`config.mk`:
```
export PLATFORM = sky130hd
export DESIGN_NAME = ciw_comparator_ctrl
export DESIGN_NICKNAME = d
export VERILOG_FILES = /design/src/ciw_pkg.sv /design/src/ciw_sync.sv /design/src/ciw_sticky.sv /design/src/ciw_comparator_ctrl.sv
export SDC_FILE = /design/constraint.sdc
export NUM_CORES = 1
export LEC_CHECK = 0
export ABC_CLOCK_PERIOD_IN_PS = 2600
export BUFFER_PORTS_ARGS = -buffer_cell sky130_fd_sc_hd__buf_4
export CORE_MARGIN = 5
export CORE_UTILIZATION = 40
export DETAILED_ROUTE_END_ITERATION = 10
export PLACE_DENSITY = 0.89
export SYNTH_ARGS = -nofsm -noshare
export SYNTH_HDL_FRONTEND = slang
export SYNTH_SLANG_ARGS = --single-unit
```
`constraint.sdc`:
```
create_clock -name hclk -period 2.6 [get_ports hclk]
set_clock_uncertainty 0.2 [all_clocks]
set_input_delay 0 -clock hclk [delete_from_list [all_inputs] [get_ports hclk]]
set_output_delay 0 -clock hclk [all_outputs]
set_load 0.005 [all_outputs]
```
`src/ciw_pkg.sv`:
```
package ciw_pkg;

  // register byte offsets on the bus
  localparam logic [7:0] CIW_OFF_CTRL = 8'h00;
  localparam logic [7:0] CIW_OFF_IE   = 8'h04;
  localparam logic [7:0] CIW_OFF_FLAG = 8'h08;
  localparam logic [7:0] CIW_OFF_GIE  = 8'h0c;

  // comparator_control_reg fields
  localparam int CIW_BIT_RESULT  = 5;
  localparam int CIW_BIT_SEL_HI  = 4;
  localparam int CIW_BIT_SEL_LO  = 3;
  // irq_enable_byte (mask) and wake_flag_byte (status) share bit 4; wake_flag_byte also holds wake enable at bit 2
  localparam int CIW_BIT_IE      = 4;
  localparam int CIW_BIT_FLAG    = 4;
  localparam int CIW_BIT_WAKE_EN = 2;
  // global interrupt enable register
  localparam int CIW_BIT_GIE     = 0;

  localparam logic [11:0] CIW_IRQ_VECTOR = 12'h00f;

  localparam logic [1:0]  CIW_HTRANS_IDLE = 2'h0;
  localparam logic        CIW_HRESP_OKAY  = 1'b0;
  localparam logic [31:0] CIW_RDATA_ZERO  = 32'h00000000;

  typedef enum {CIW_CMP_PLAIN, CIW_CMP_PIN, CIW_OPAMP} ciw_mode_t;

  typedef struct packed {
    logic irq;
    logic wake;
    logic to_vector;
    logic to_next;
  } ciw_core_t;

  function automatic ciw_mode_t ciw_mode(input logic hi, input logic lo);
    if (hi && lo)
      return CIW_OPAMP;
    else if (hi)
      return CIW_CMP_PIN;
    else
      return CIW_CMP_PLAIN;
  endfunction

  function automatic logic ciw_hit(input logic [7:0] addr, input logic [7:0] off);
    return addr == off;
  endfunction

endpackage

```
`src/ciw_sync.sv`:
```
`timescale 1ns/100ps
module ciw_sync (
  input  wire logic hclk,
  input  wire logic hresetn,
  input  wire logic ce,
  input  wire logic d,
  output logic      q
);
  logic meta;

  // meta feeds only the second stage
  always_ff @(posedge hclk or negedge hresetn)
  begin
    if (!hresetn)
    begin
      meta <= 1'b0;
      q    <= 1'b0;
    end
    else if (ce)
    begin
      meta <= d;
      q    <= meta;
    end
  end
endmodule

```
`src/ciw_sticky.sv`:
```
`timescale 1ns/100ps
module ciw_sticky (
  input  wire logic hclk,
  input  wire logic hresetn,
  input  wire logic ce,
  input  wire logic set,
  input  wire logic clr,
  output logic      q
);
  // a set in the clearing cycle wins
  always_ff @(posedge hclk or negedge hresetn)
  begin
    if (!hresetn)
      q <= 1'b0;
    else if (ce)
      q <= set | (q & ~clr);
  end
endmodule

```
`src/ciw_comparator_ctrl.sv`:
```
`timescale 1ns/100ps
// What this block does
// - result bit 5 of control holds outcome
// - select one-zero drives outcome onto result pin
// - select one-one: opamp mode, Schmitt trigger off
// - opamp mode: no interrupt, no wake
// - any outcome change outside opamp mode sets the flag, while awake or with wake enable
// - flag cleared only by software
// - interrupt needs enable bit and global enable
// - wake enable keeps comparator alive in sleep
// - change during sleep wakes the core
// - enabled, globally disabled: resume after sleep
// - enabled and global: jump to vector 0x00F
module ciw_comparator_ctrl (
  input  wire logic              hclk,
  input  wire logic              hresetn,
  input  wire logic              ce,
  input  wire logic              hsel,
  input  wire logic [31:0]       haddr,
  input  wire logic [1:0]        htrans,
  input  wire logic              hwrite,
  input  wire logic [2:0]        hsize,
  input  wire logic [31:0]       hwdata,
  input  wire logic              hready,
  output logic                   hreadyout,
  output logic [31:0]            hrdata,
  output logic                   hresp,
  input  wire logic              cmp_raw,
  input  wire logic              core_sleeping,
  input  wire logic              irq_on_instr,
  input  wire logic              irq_off_instr,
  output logic                   result_pin_o,
  output logic                   result_pin_oe,
  output logic                   schmitt_en,
  output logic                   comparator_on,
  output ciw_pkg::ciw_core_t     core,
  output logic [11:0]            irq_vector
);
  import ciw_pkg::*;

  logic        wr_pend;
  logic [7:0]  wr_addr;
  logic        take;
  logic        output_select_hi;
  logic        output_select_lo;
  logic        compare_irq_enable;
  logic        compare_wake_enable;
  logic        compare_irq_flag;
  logic        global_irq_en;
  logic        compare_result_bit;
  logic        cmp_sync;
  logic        active;
  logic        change;
  logic        flag_clr;
  logic        wake_evt;
  ciw_mode_t   mode;
  logic [31:0] next_rdata;

  assign take = hsel & hready & htrans[1] & ce;
  assign mode = ciw_mode(output_select_hi, output_select_lo);

  // bus: address phase captured, write applied in the data phase
  always_ff @(posedge hclk or negedge hresetn)
  begin
    if (!hresetn)
    begin
      wr_pend <= 1'b0;
      wr_addr <= 8'h00;
    end
    else if (ce)
    begin
      wr_pend <= take & hwrite;
      if (take && hwrite)
        wr_addr <= haddr[7:0];
    end
  end

  always_ff @(posedge hclk or negedge hresetn)
  begin
    if (!hresetn)
    begin
      hreadyout <= 1'b0;
      hresp     <= CIW_HRESP_OKAY;
    end
    else
    begin
      hreadyout <= 1'b1;
      hresp     <= CIW_HRESP_OKAY;
    end
  end

  always_comb
  begin
    next_rdata = CIW_RDATA_ZERO;
    if (ciw_hit(haddr[7:0], CIW_OFF_CTRL))
    begin
      next_rdata[CIW_BIT_RESULT] = compare_result_bit;
      next_rdata[CIW_BIT_SEL_HI] = output_select_hi;
      next_rdata[CIW_BIT_SEL_LO] = output_select_lo;
    end
    else if (ciw_hit(haddr[7:0], CIW_OFF_IE))
      next_rdata[CIW_BIT_IE] = compare_irq_enable;
    else if (ciw_hit(haddr[7:0], CIW_OFF_FLAG))
    begin
      next_rdata[CIW_BIT_FLAG]    = compare_irq_flag;
      next_rdata[CIW_BIT_WAKE_EN] = compare_wake_enable;
    end
    else if (ciw_hit(haddr[7:0], CIW_OFF_GIE))
      next_rdata[CIW_BIT_GIE] = global_irq_en;
  end

  always_ff @(posedge hclk or negedge hresetn)
  begin
    if (!hresetn)
      hrdata <= CIW_RDATA_ZERO;
    else if (take && !hwrite)
      hrdata <= next_rdata;
  end

  // software-written control
  always_ff @(posedge hclk or negedge hresetn)
  begin
    if (!hresetn)
    begin
      output_select_hi    <= 1'b0;
      output_select_lo    <= 1'b0;
      compare_irq_enable  <= 1'b0;
      compare_wake_enable <= 1'b0;
    end
    else if (ce && wr_pend)
    begin
      if (ciw_hit(wr_addr, CIW_OFF_CTRL))
      begin
        output_select_hi <= hwdata[CIW_BIT_SEL_HI];
        output_select_lo <= hwdata[CIW_BIT_SEL_LO];
      end
      else if (ciw_hit(wr_addr, CIW_OFF_IE))
        compare_irq_enable <= hwdata[CIW_BIT_IE];
      else if (ciw_hit(wr_addr, CIW_OFF_FLAG))
        compare_wake_enable <= hwdata[CIW_BIT_WAKE_EN];
    end
  end

  // instruction pulses take priority over a bus write
  always_ff @(posedge hclk or negedge hresetn)
  begin
    if (!hresetn)
      global_irq_en <= 1'b0;
    else if (ce)
    begin
      if (irq_on_instr)
        global_irq_en <= 1'b1;
      else if (irq_off_instr)
        global_irq_en <= 1'b0;
      else if (wr_pend && ciw_hit(wr_addr, CIW_OFF_GIE))
        global_irq_en <= hwdata[CIW_BIT_GIE];
    end
  end

  ciw_sync u_sync (
    .hclk    (hclk),
    .hresetn (hresetn),
    .ce      (ce),
    .d       (cmp_raw),
    .q       (cmp_sync)
  );

  always_ff @(posedge hclk or negedge hresetn)
  begin
    if (!hresetn)
      compare_result_bit <= 1'b0;
    else if (ce)
      compare_result_bit <= cmp_sync;
  end

  // comparator works outside opamp mode, and in sleep only with wake enable
  assign active   = (mode != CIW_OPAMP) & (~core_sleeping | compare_wake_enable);
  assign change   = active & (cmp_sync != compare_result_bit);
  assign flag_clr = wr_pend & ciw_hit(wr_addr, CIW_OFF_FLAG) & hwdata[CIW_BIT_FLAG];
  assign wake_evt = change & core_sleeping & compare_wake_enable;

  ciw_sticky u_flag (
    .hclk    (hclk),
    .hresetn (hresetn),
    .ce      (ce),
    .set     (change),
    .clr     (flag_clr),
    .q       (compare_irq_flag)
  );

  // core-facing outputs
  always_ff @(posedge hclk or negedge hresetn)
  begin
    if (!hresetn)
    begin
      core       <= '0;
      irq_vector <= 12'h000;
    end
    else if (ce)
    begin
      core.irq       <= compare_irq_flag & compare_irq_enable & global_irq_en
                        & (mode != CIW_OPAMP);
      core.wake      <= wake_evt;
      core.to_vector <= wake_evt & compare_irq_enable & global_irq_en;
      core.to_next   <= wake_evt & ~(compare_irq_enable & global_irq_en);
      irq_vector     <= CIW_IRQ_VECTOR;
    end
  end

  // pin and analog controls
  always_ff @(posedge hclk or negedge hresetn)
  begin
    if (!hresetn)
    begin
      result_pin_o  <= 1'b0;
      result_pin_oe <= 1'b0;
      schmitt_en    <= 1'b1;
      comparator_on <= 1'b1;
    end
    else if (ce)
    begin
      result_pin_o  <= compare_result_bit;
      result_pin_oe <= mode == CIW_CMP_PIN;
      schmitt_en    <= mode != CIW_OPAMP;
      comparator_on <= ~core_sleeping | compare_wake_enable;
    end
  end

  a_result_tracks: assert property (@(posedge hclk) disable iff (!hresetn)
    ce |=> compare_result_bit == $past(cmp_sync))
    else $error("result bit lags sync");

  a_pin_drives: assert property (@(posedge hclk) disable iff (!hresetn)
    ce && mode == CIW_CMP_PIN |=> result_pin_oe && result_pin_o == $past(compare_result_bit))
    else $error("result pin not driven");

  a_opamp_schmitt: assert property (@(posedge hclk) disable iff (!hresetn)
    ce && output_select_hi && output_select_lo |=> !schmitt_en && !result_pin_oe)
    else $error("schmitt still on in opamp mode");

  a_opamp_silent: assert property (@(posedge hclk) disable iff (!hresetn)
    ce && mode == CIW_OPAMP |=> !core.irq && !core.wake)
    else $error("opamp mode raised event");

  a_change_flags: assert property (@(posedge hclk) disable iff (!hresetn)
    ce && mode != CIW_OPAMP && (!core_sleeping || compare_wake_enable) && cmp_sync != compare_result_bit
    |=> compare_irq_flag) else $error("change did not set flag");

  a_flag_sticks: assert property (@(posedge hclk) disable iff (!hresetn)
    compare_irq_flag && !(ce && flag_clr) |=> compare_irq_flag)
    else $error("flag dropped by hardware");

  a_irq_gated: assert property (@(posedge hclk) disable iff (!hresetn)
    $rose(core.irq) |-> $past(compare_irq_enable) && $past(global_irq_en) && $past(compare_irq_flag))
    else $error("irq without enables");

  a_sleep_wake: assert property (@(posedge hclk) disable iff (!hresetn)
    ce && core_sleeping && compare_wake_enable && mode != CIW_OPAMP && cmp_sync != compare_result_bit
    |=> core.wake && comparator_on) else $error("no wake in sleep");

  a_resume_next: assert property (@(posedge hclk) disable iff (!hresetn)
    ce && wake_evt && compare_irq_enable && !global_irq_en |=> core.to_next && !core.to_vector)
    else $error("wrong resume point");

  a_vector_jump: assert property (@(posedge hclk) disable iff (!hresetn)
    ce && wake_evt && compare_irq_enable && global_irq_en |=> core.to_vector && irq_vector == CIW_IRQ_VECTOR)
    else $error("vector not taken");

  a_single_set: assert property (@(posedge hclk) disable iff (!hresetn)
    ce && change ##1 ce && $stable(cmp_sync) |-> !change)
    else $error("one change counted twice");

  // the edge right after reset release is skipped through past(hresetn)
  a_bus_okay: assert property (@(posedge hclk) disable iff (!hresetn)
    $past(hresetn) |-> hreadyout && hresp == CIW_HRESP_OKAY)
    else $error("bus not ready or not okay");

  a_read_result: assert property (@(posedge hclk) disable iff (!hresetn)
    take && !hwrite && ciw_hit(haddr[7:0], CIW_OFF_CTRL) |=> hrdata[CIW_BIT_RESULT] == $past(compare_result_bit))
    else $error("result bit read back wrong");

  a_read_flag: assert property (@(posedge hclk) disable iff (!hresetn)
    take && !hwrite && ciw_hit(haddr[7:0], CIW_OFF_FLAG) |=> hrdata[CIW_BIT_FLAG] == $past(compare_irq_flag))
    else $error("flag read back wrong");

  a_ie_set: assert property (@(posedge hclk) disable iff (!hresetn)
    ce && wr_pend && ciw_hit(wr_addr, CIW_OFF_IE) && hwdata[CIW_BIT_IE] |=> compare_irq_enable)
    else $error("irq enable not set");

  a_ie_clear: assert property (@(posedge hclk) disable iff (!hresetn)
    ce && wr_pend && ciw_hit(wr_addr, CIW_OFF_IE) && !hwdata[CIW_BIT_IE] |=> !compare_irq_enable)
    else $error("irq enable not cleared");

  a_wake_en_set: assert property (@(posedge hclk) disable iff (!hresetn)
    ce && wr_pend && ciw_hit(wr_addr, CIW_OFF_FLAG) && hwdata[CIW_BIT_WAKE_EN] |=> compare_wake_enable)
    else $error("wake enable not set");

  a_wake_en_clear: assert property (@(posedge hclk) disable iff (!hresetn)
    ce && wr_pend && ciw_hit(wr_addr, CIW_OFF_FLAG) && !hwdata[CIW_BIT_WAKE_EN] |=> !compare_wake_enable)
    else $error("wake enable not cleared");

  a_gie_on: assert property (@(posedge hclk) disable iff (!hresetn)
    ce && irq_on_instr |=> global_irq_en)
    else $error("global enable not set by pulse");

  a_gie_off: assert property (@(posedge hclk) disable iff (!hresetn)
    ce && irq_off_instr && !irq_on_instr |=> !global_irq_en)
    else $error("global enable not cleared by pulse");

  a_irq_follows: assert property (@(posedge hclk) disable iff (!hresetn)
    ce && compare_irq_flag && compare_irq_enable && global_irq_en && mode != CIW_OPAMP |=> core.irq)
    else $error("irq missing with flag and enables");

  a_irq_masked: assert property (@(posedge hclk) disable iff (!hresetn)
    ce && !(compare_irq_enable && global_irq_en) |=> !core.irq)
    else $error("irq raised while masked");

  a_flag_clear: assert property (@(posedge hclk) disable iff (!hresetn)
    ce && flag_clr && !change |=> !compare_irq_flag)
    else $error("flag not cleared by software");

  a_awake_quiet: assert property (@(posedge hclk) disable iff (!hresetn)
    ce && !core_sleeping |=> !core.wake && !core.to_vector && !core.to_next)
    else $error("wake pulse while awake");

  a_sleep_deaf: assert property (@(posedge hclk) disable iff (!hresetn)
    ce && core_sleeping && !compare_wake_enable |=> !core.wake)
    else $error("wake without wake enable");

  a_power_down: assert property (@(posedge hclk) disable iff (!hresetn)
    ce && core_sleeping && !compare_wake_enable |=> !comparator_on)
    else $error("comparator left on in sleep");

  a_vector_const: assert property (@(posedge hclk) disable iff (!hresetn)
    $past(hresetn) && $past(ce) |-> irq_vector == CIW_IRQ_VECTOR)
    else $error("vector address wrong");

  a_pin_off: assert property (@(posedge hclk) disable iff (!hresetn)
    ce && mode != CIW_CMP_PIN |=> !result_pin_oe)
    else $error("result pin driven outside pin mode");

  a_schmitt_on: assert property (@(posedge hclk) disable iff (!hresetn)
    ce && mode != CIW_OPAMP |=> schmitt_en)
    else $error("schmitt off in comparator mode");

endmodule

```
==> results.cfg <==
[floorplan]
ioPinCount = 133
start_util_pct = 40.9
die_x_um = 76.5
die_y_um = 76.5
core_area_um2 = 4320
die_area_um2 = 5860
num_rows = 24

[placed_design]
dp_worst_setup_slack_ns = 1.01
routabilityCongestion = 0.712
placement.io_buffers = 40
post-place-cells = 243
hpwl_mm = 2.60

[layout]
drive_above_1_share_pct = 33.0
n_antenna_cell = 0
final_cells = 276
register_area_um2 = 828
num-fill-cells = 408
multi_input_area_um2 = 717
largest_reg_flops = 8
final_nets = 302
area_growth_pct = 29.9
largestRegisters = wr_addr: 8 flops, hrdata: 5 flops, core: 4 flops
top_register = wr_addr

[logic_synthesis]
ys_top_cells_by_count = buf_4, dfrtp_1, mux2_2
async_reset_ff_share_pct = 100
synth_area_leader_cell = dfrtp_1
synth_top_flop_cell = dfrtp_1
synth-edff-count = 0
syn_inst = 158
yosysMostFrequentCell = buf_4
ys_seq_elements = 33
seq_area_frac_synth_pct = 46.8
synth_cell_types = 41
syn_area_um2 = 1770
synth.avg_cell_area_um2 = 11.2
yosysWarningCount = 0
yosys.area.top_type_share_pct = 43.8
ys_top_cells_by_area = dfrtp_1, buf_4, mux2_2

[job]
maxCapViolations = 0

[setup_path]
cp_cell_sequence = dlygate4sd3_1 -> buf_4 -> nand4_2 -> o21ai_0 -> dlygate4sd3_1 -> o41ai_1 -> dlygate4sd3_1
critPathMaxStageDelay_ns = 0.57
start_kind = input port
worst-path-max-fanout = 21
crit_type = input port to flop
worstPathRequired_ns = 2.57
slowest_stage = dlygate4sd3_1
crit_path_end_kind = flop
crit_path_frequent_cell = dlygate4sd3_1
crit_arrival_ns = 2.34

[status]
violations = negative hold slack
status = finished, violations left

[timing]
final.setup.worst_slack_ns = 0.228
period_needed_ns = 2.37
drv_slew = 0
fin_setup_tns_ns = 0
fin_hold_ws_ns = -0.0148
finalHoldViolCount = 12
rsz0062_at_grt = no
period_share_pct = 91.2
max_clock_freq_mhz = 422
setup_viol = 0

[global_route]
grt_pass1_vias = 1303
grt_pass1_wl_mm = 5.89
grt_max_degree = 34
overflow = 0
antenna_found_initial = 0
grtUsageTotal_pct = 12.3

[hold_path]
min_path_type = input port to async pin

[route]
ant_nets = 0
wl_met2_mm = 1.81
drtIter0Drc = 57
firstDrtPassIters = 4
top_layer = met4
vias = 1262
wl_met3_um = 256
viasPerCell = 4.57
drt-met1-wl_mm = 1.38
drc = 0
wl_per_cell_um = 12.7
routed_wl_mm = 3.50

[power]
ir_drop_v = 0.000442
power.total_mw = 1.25
powerDensity_nw_per_um2 = 544
p_leak_nw = 1.11

[clock_network]
cts_sinks = 33
clk_path_buf_depth = 2
cts_root_buffer = clkbuf_8
cts_tree = yes
cts_buffers = 5
cts.clk_slew.worst_paths_ns = 0.07
clk-insertion-delay-late_ns = 0.28
htreeDepth = 2
post-cts-setup-buffer-count = 0
report_power, final:
group	switching, mW	total (mW)	internal (mW)	leakage, nW
clock	0.176	0.415	0.239	0.0542
sequential	0.0512	0.625	0.574	0.414
combinational	0.0860	0.212	0.125	0.643
what timing repair did:
action	in CTS	in global routing
endpoints found under the hold margin	65	0
resized for setup	0	0
hold buffers	25	0
critical path: cells and delay by family:
kind / cells / cell delay, ns
buf+inv: 4 / 1.90
compound gates: 2 / 0.25
simple gates: 1 / 0.19
cells in the final DEF, fill, tap and decap left out, drive strengths merged, types with 2 or more instances in the layout:
master       instances
clkbuf               7
o22ai                3
inv                 10
nand4b               2
o21ai                9
dlygate4sd3         25
nor4                 2
o41ai                2
dfrtp               31
nand3                2
nand4                2
buf                 40
nor2                 3
o31ai                3
mux2                15
or2                  2
a21o                 2
nor2b                2
dfstp                2
conb                37
nand2                7
routing by layer:
| layer | up-vias | track usage (%) |
|---|---|---|
| met5 | - | 0 |
| met4 | 0 | 4.55 |
| met3 | 7 | 3.55 |
| met2 | 49 | 22.3 |
| met1 | 607 | 13.5 |
| li1 | 599 | - |
worst paths after layout:
check / endpoint / slack, ns / from / cells past startpoint
max in group asynchronous: schmitt_en / 1.87 / hresetn / 2
setup / recovery: hrdata[3] / 0.23 / ce / 7
setup reg to reg: global_irq_en / 0.63 / wr_addr[5] / 4
hold reg to reg: schmitt_en / 0.27 / schmitt_en / 2
hold / removal: irq_vector[0] / -0.01 / hresetn / 2
min in group hclk: hrdata[4] / 0.10 / hsel / 4
stage by stage:
stage / utilization (%) / instance area (µm²)
4_1_cts: 53.2 / 2300
5_1_grt: 53.2 / 2300
3_3_place_gp: 45.1 / 1950
3_5_place_dp: 45.1 / 1950
6_report: 53.2 / 2300
2_1_floorplan: - / 1900
layout make-up:
cell class	count	share of cell area, %
Clock inverter	1	0.218
Multi-Input combinational cell	108	31.2
Clock buffer	7	4.19
Tap cell	52	2.83
Inverter	10	1.63
Sequential cell	33	36.0
Timing Repair Buffer	65	23.9
logic make-up after synthesis:
logic type                after synthesis  synth area share, %
buffers and inverters                  52                 20.1
DFF                                    33                 46.8
and+or+nand+nor                        28                 10.7
AOI/OAI and AO/OA                      26                 11.1
muxes                                  16                 10.3
other                                   2                0.424
xor gates and xnor gates                1                0.495
Note: power is estimated with default switching activity, not from simulation.
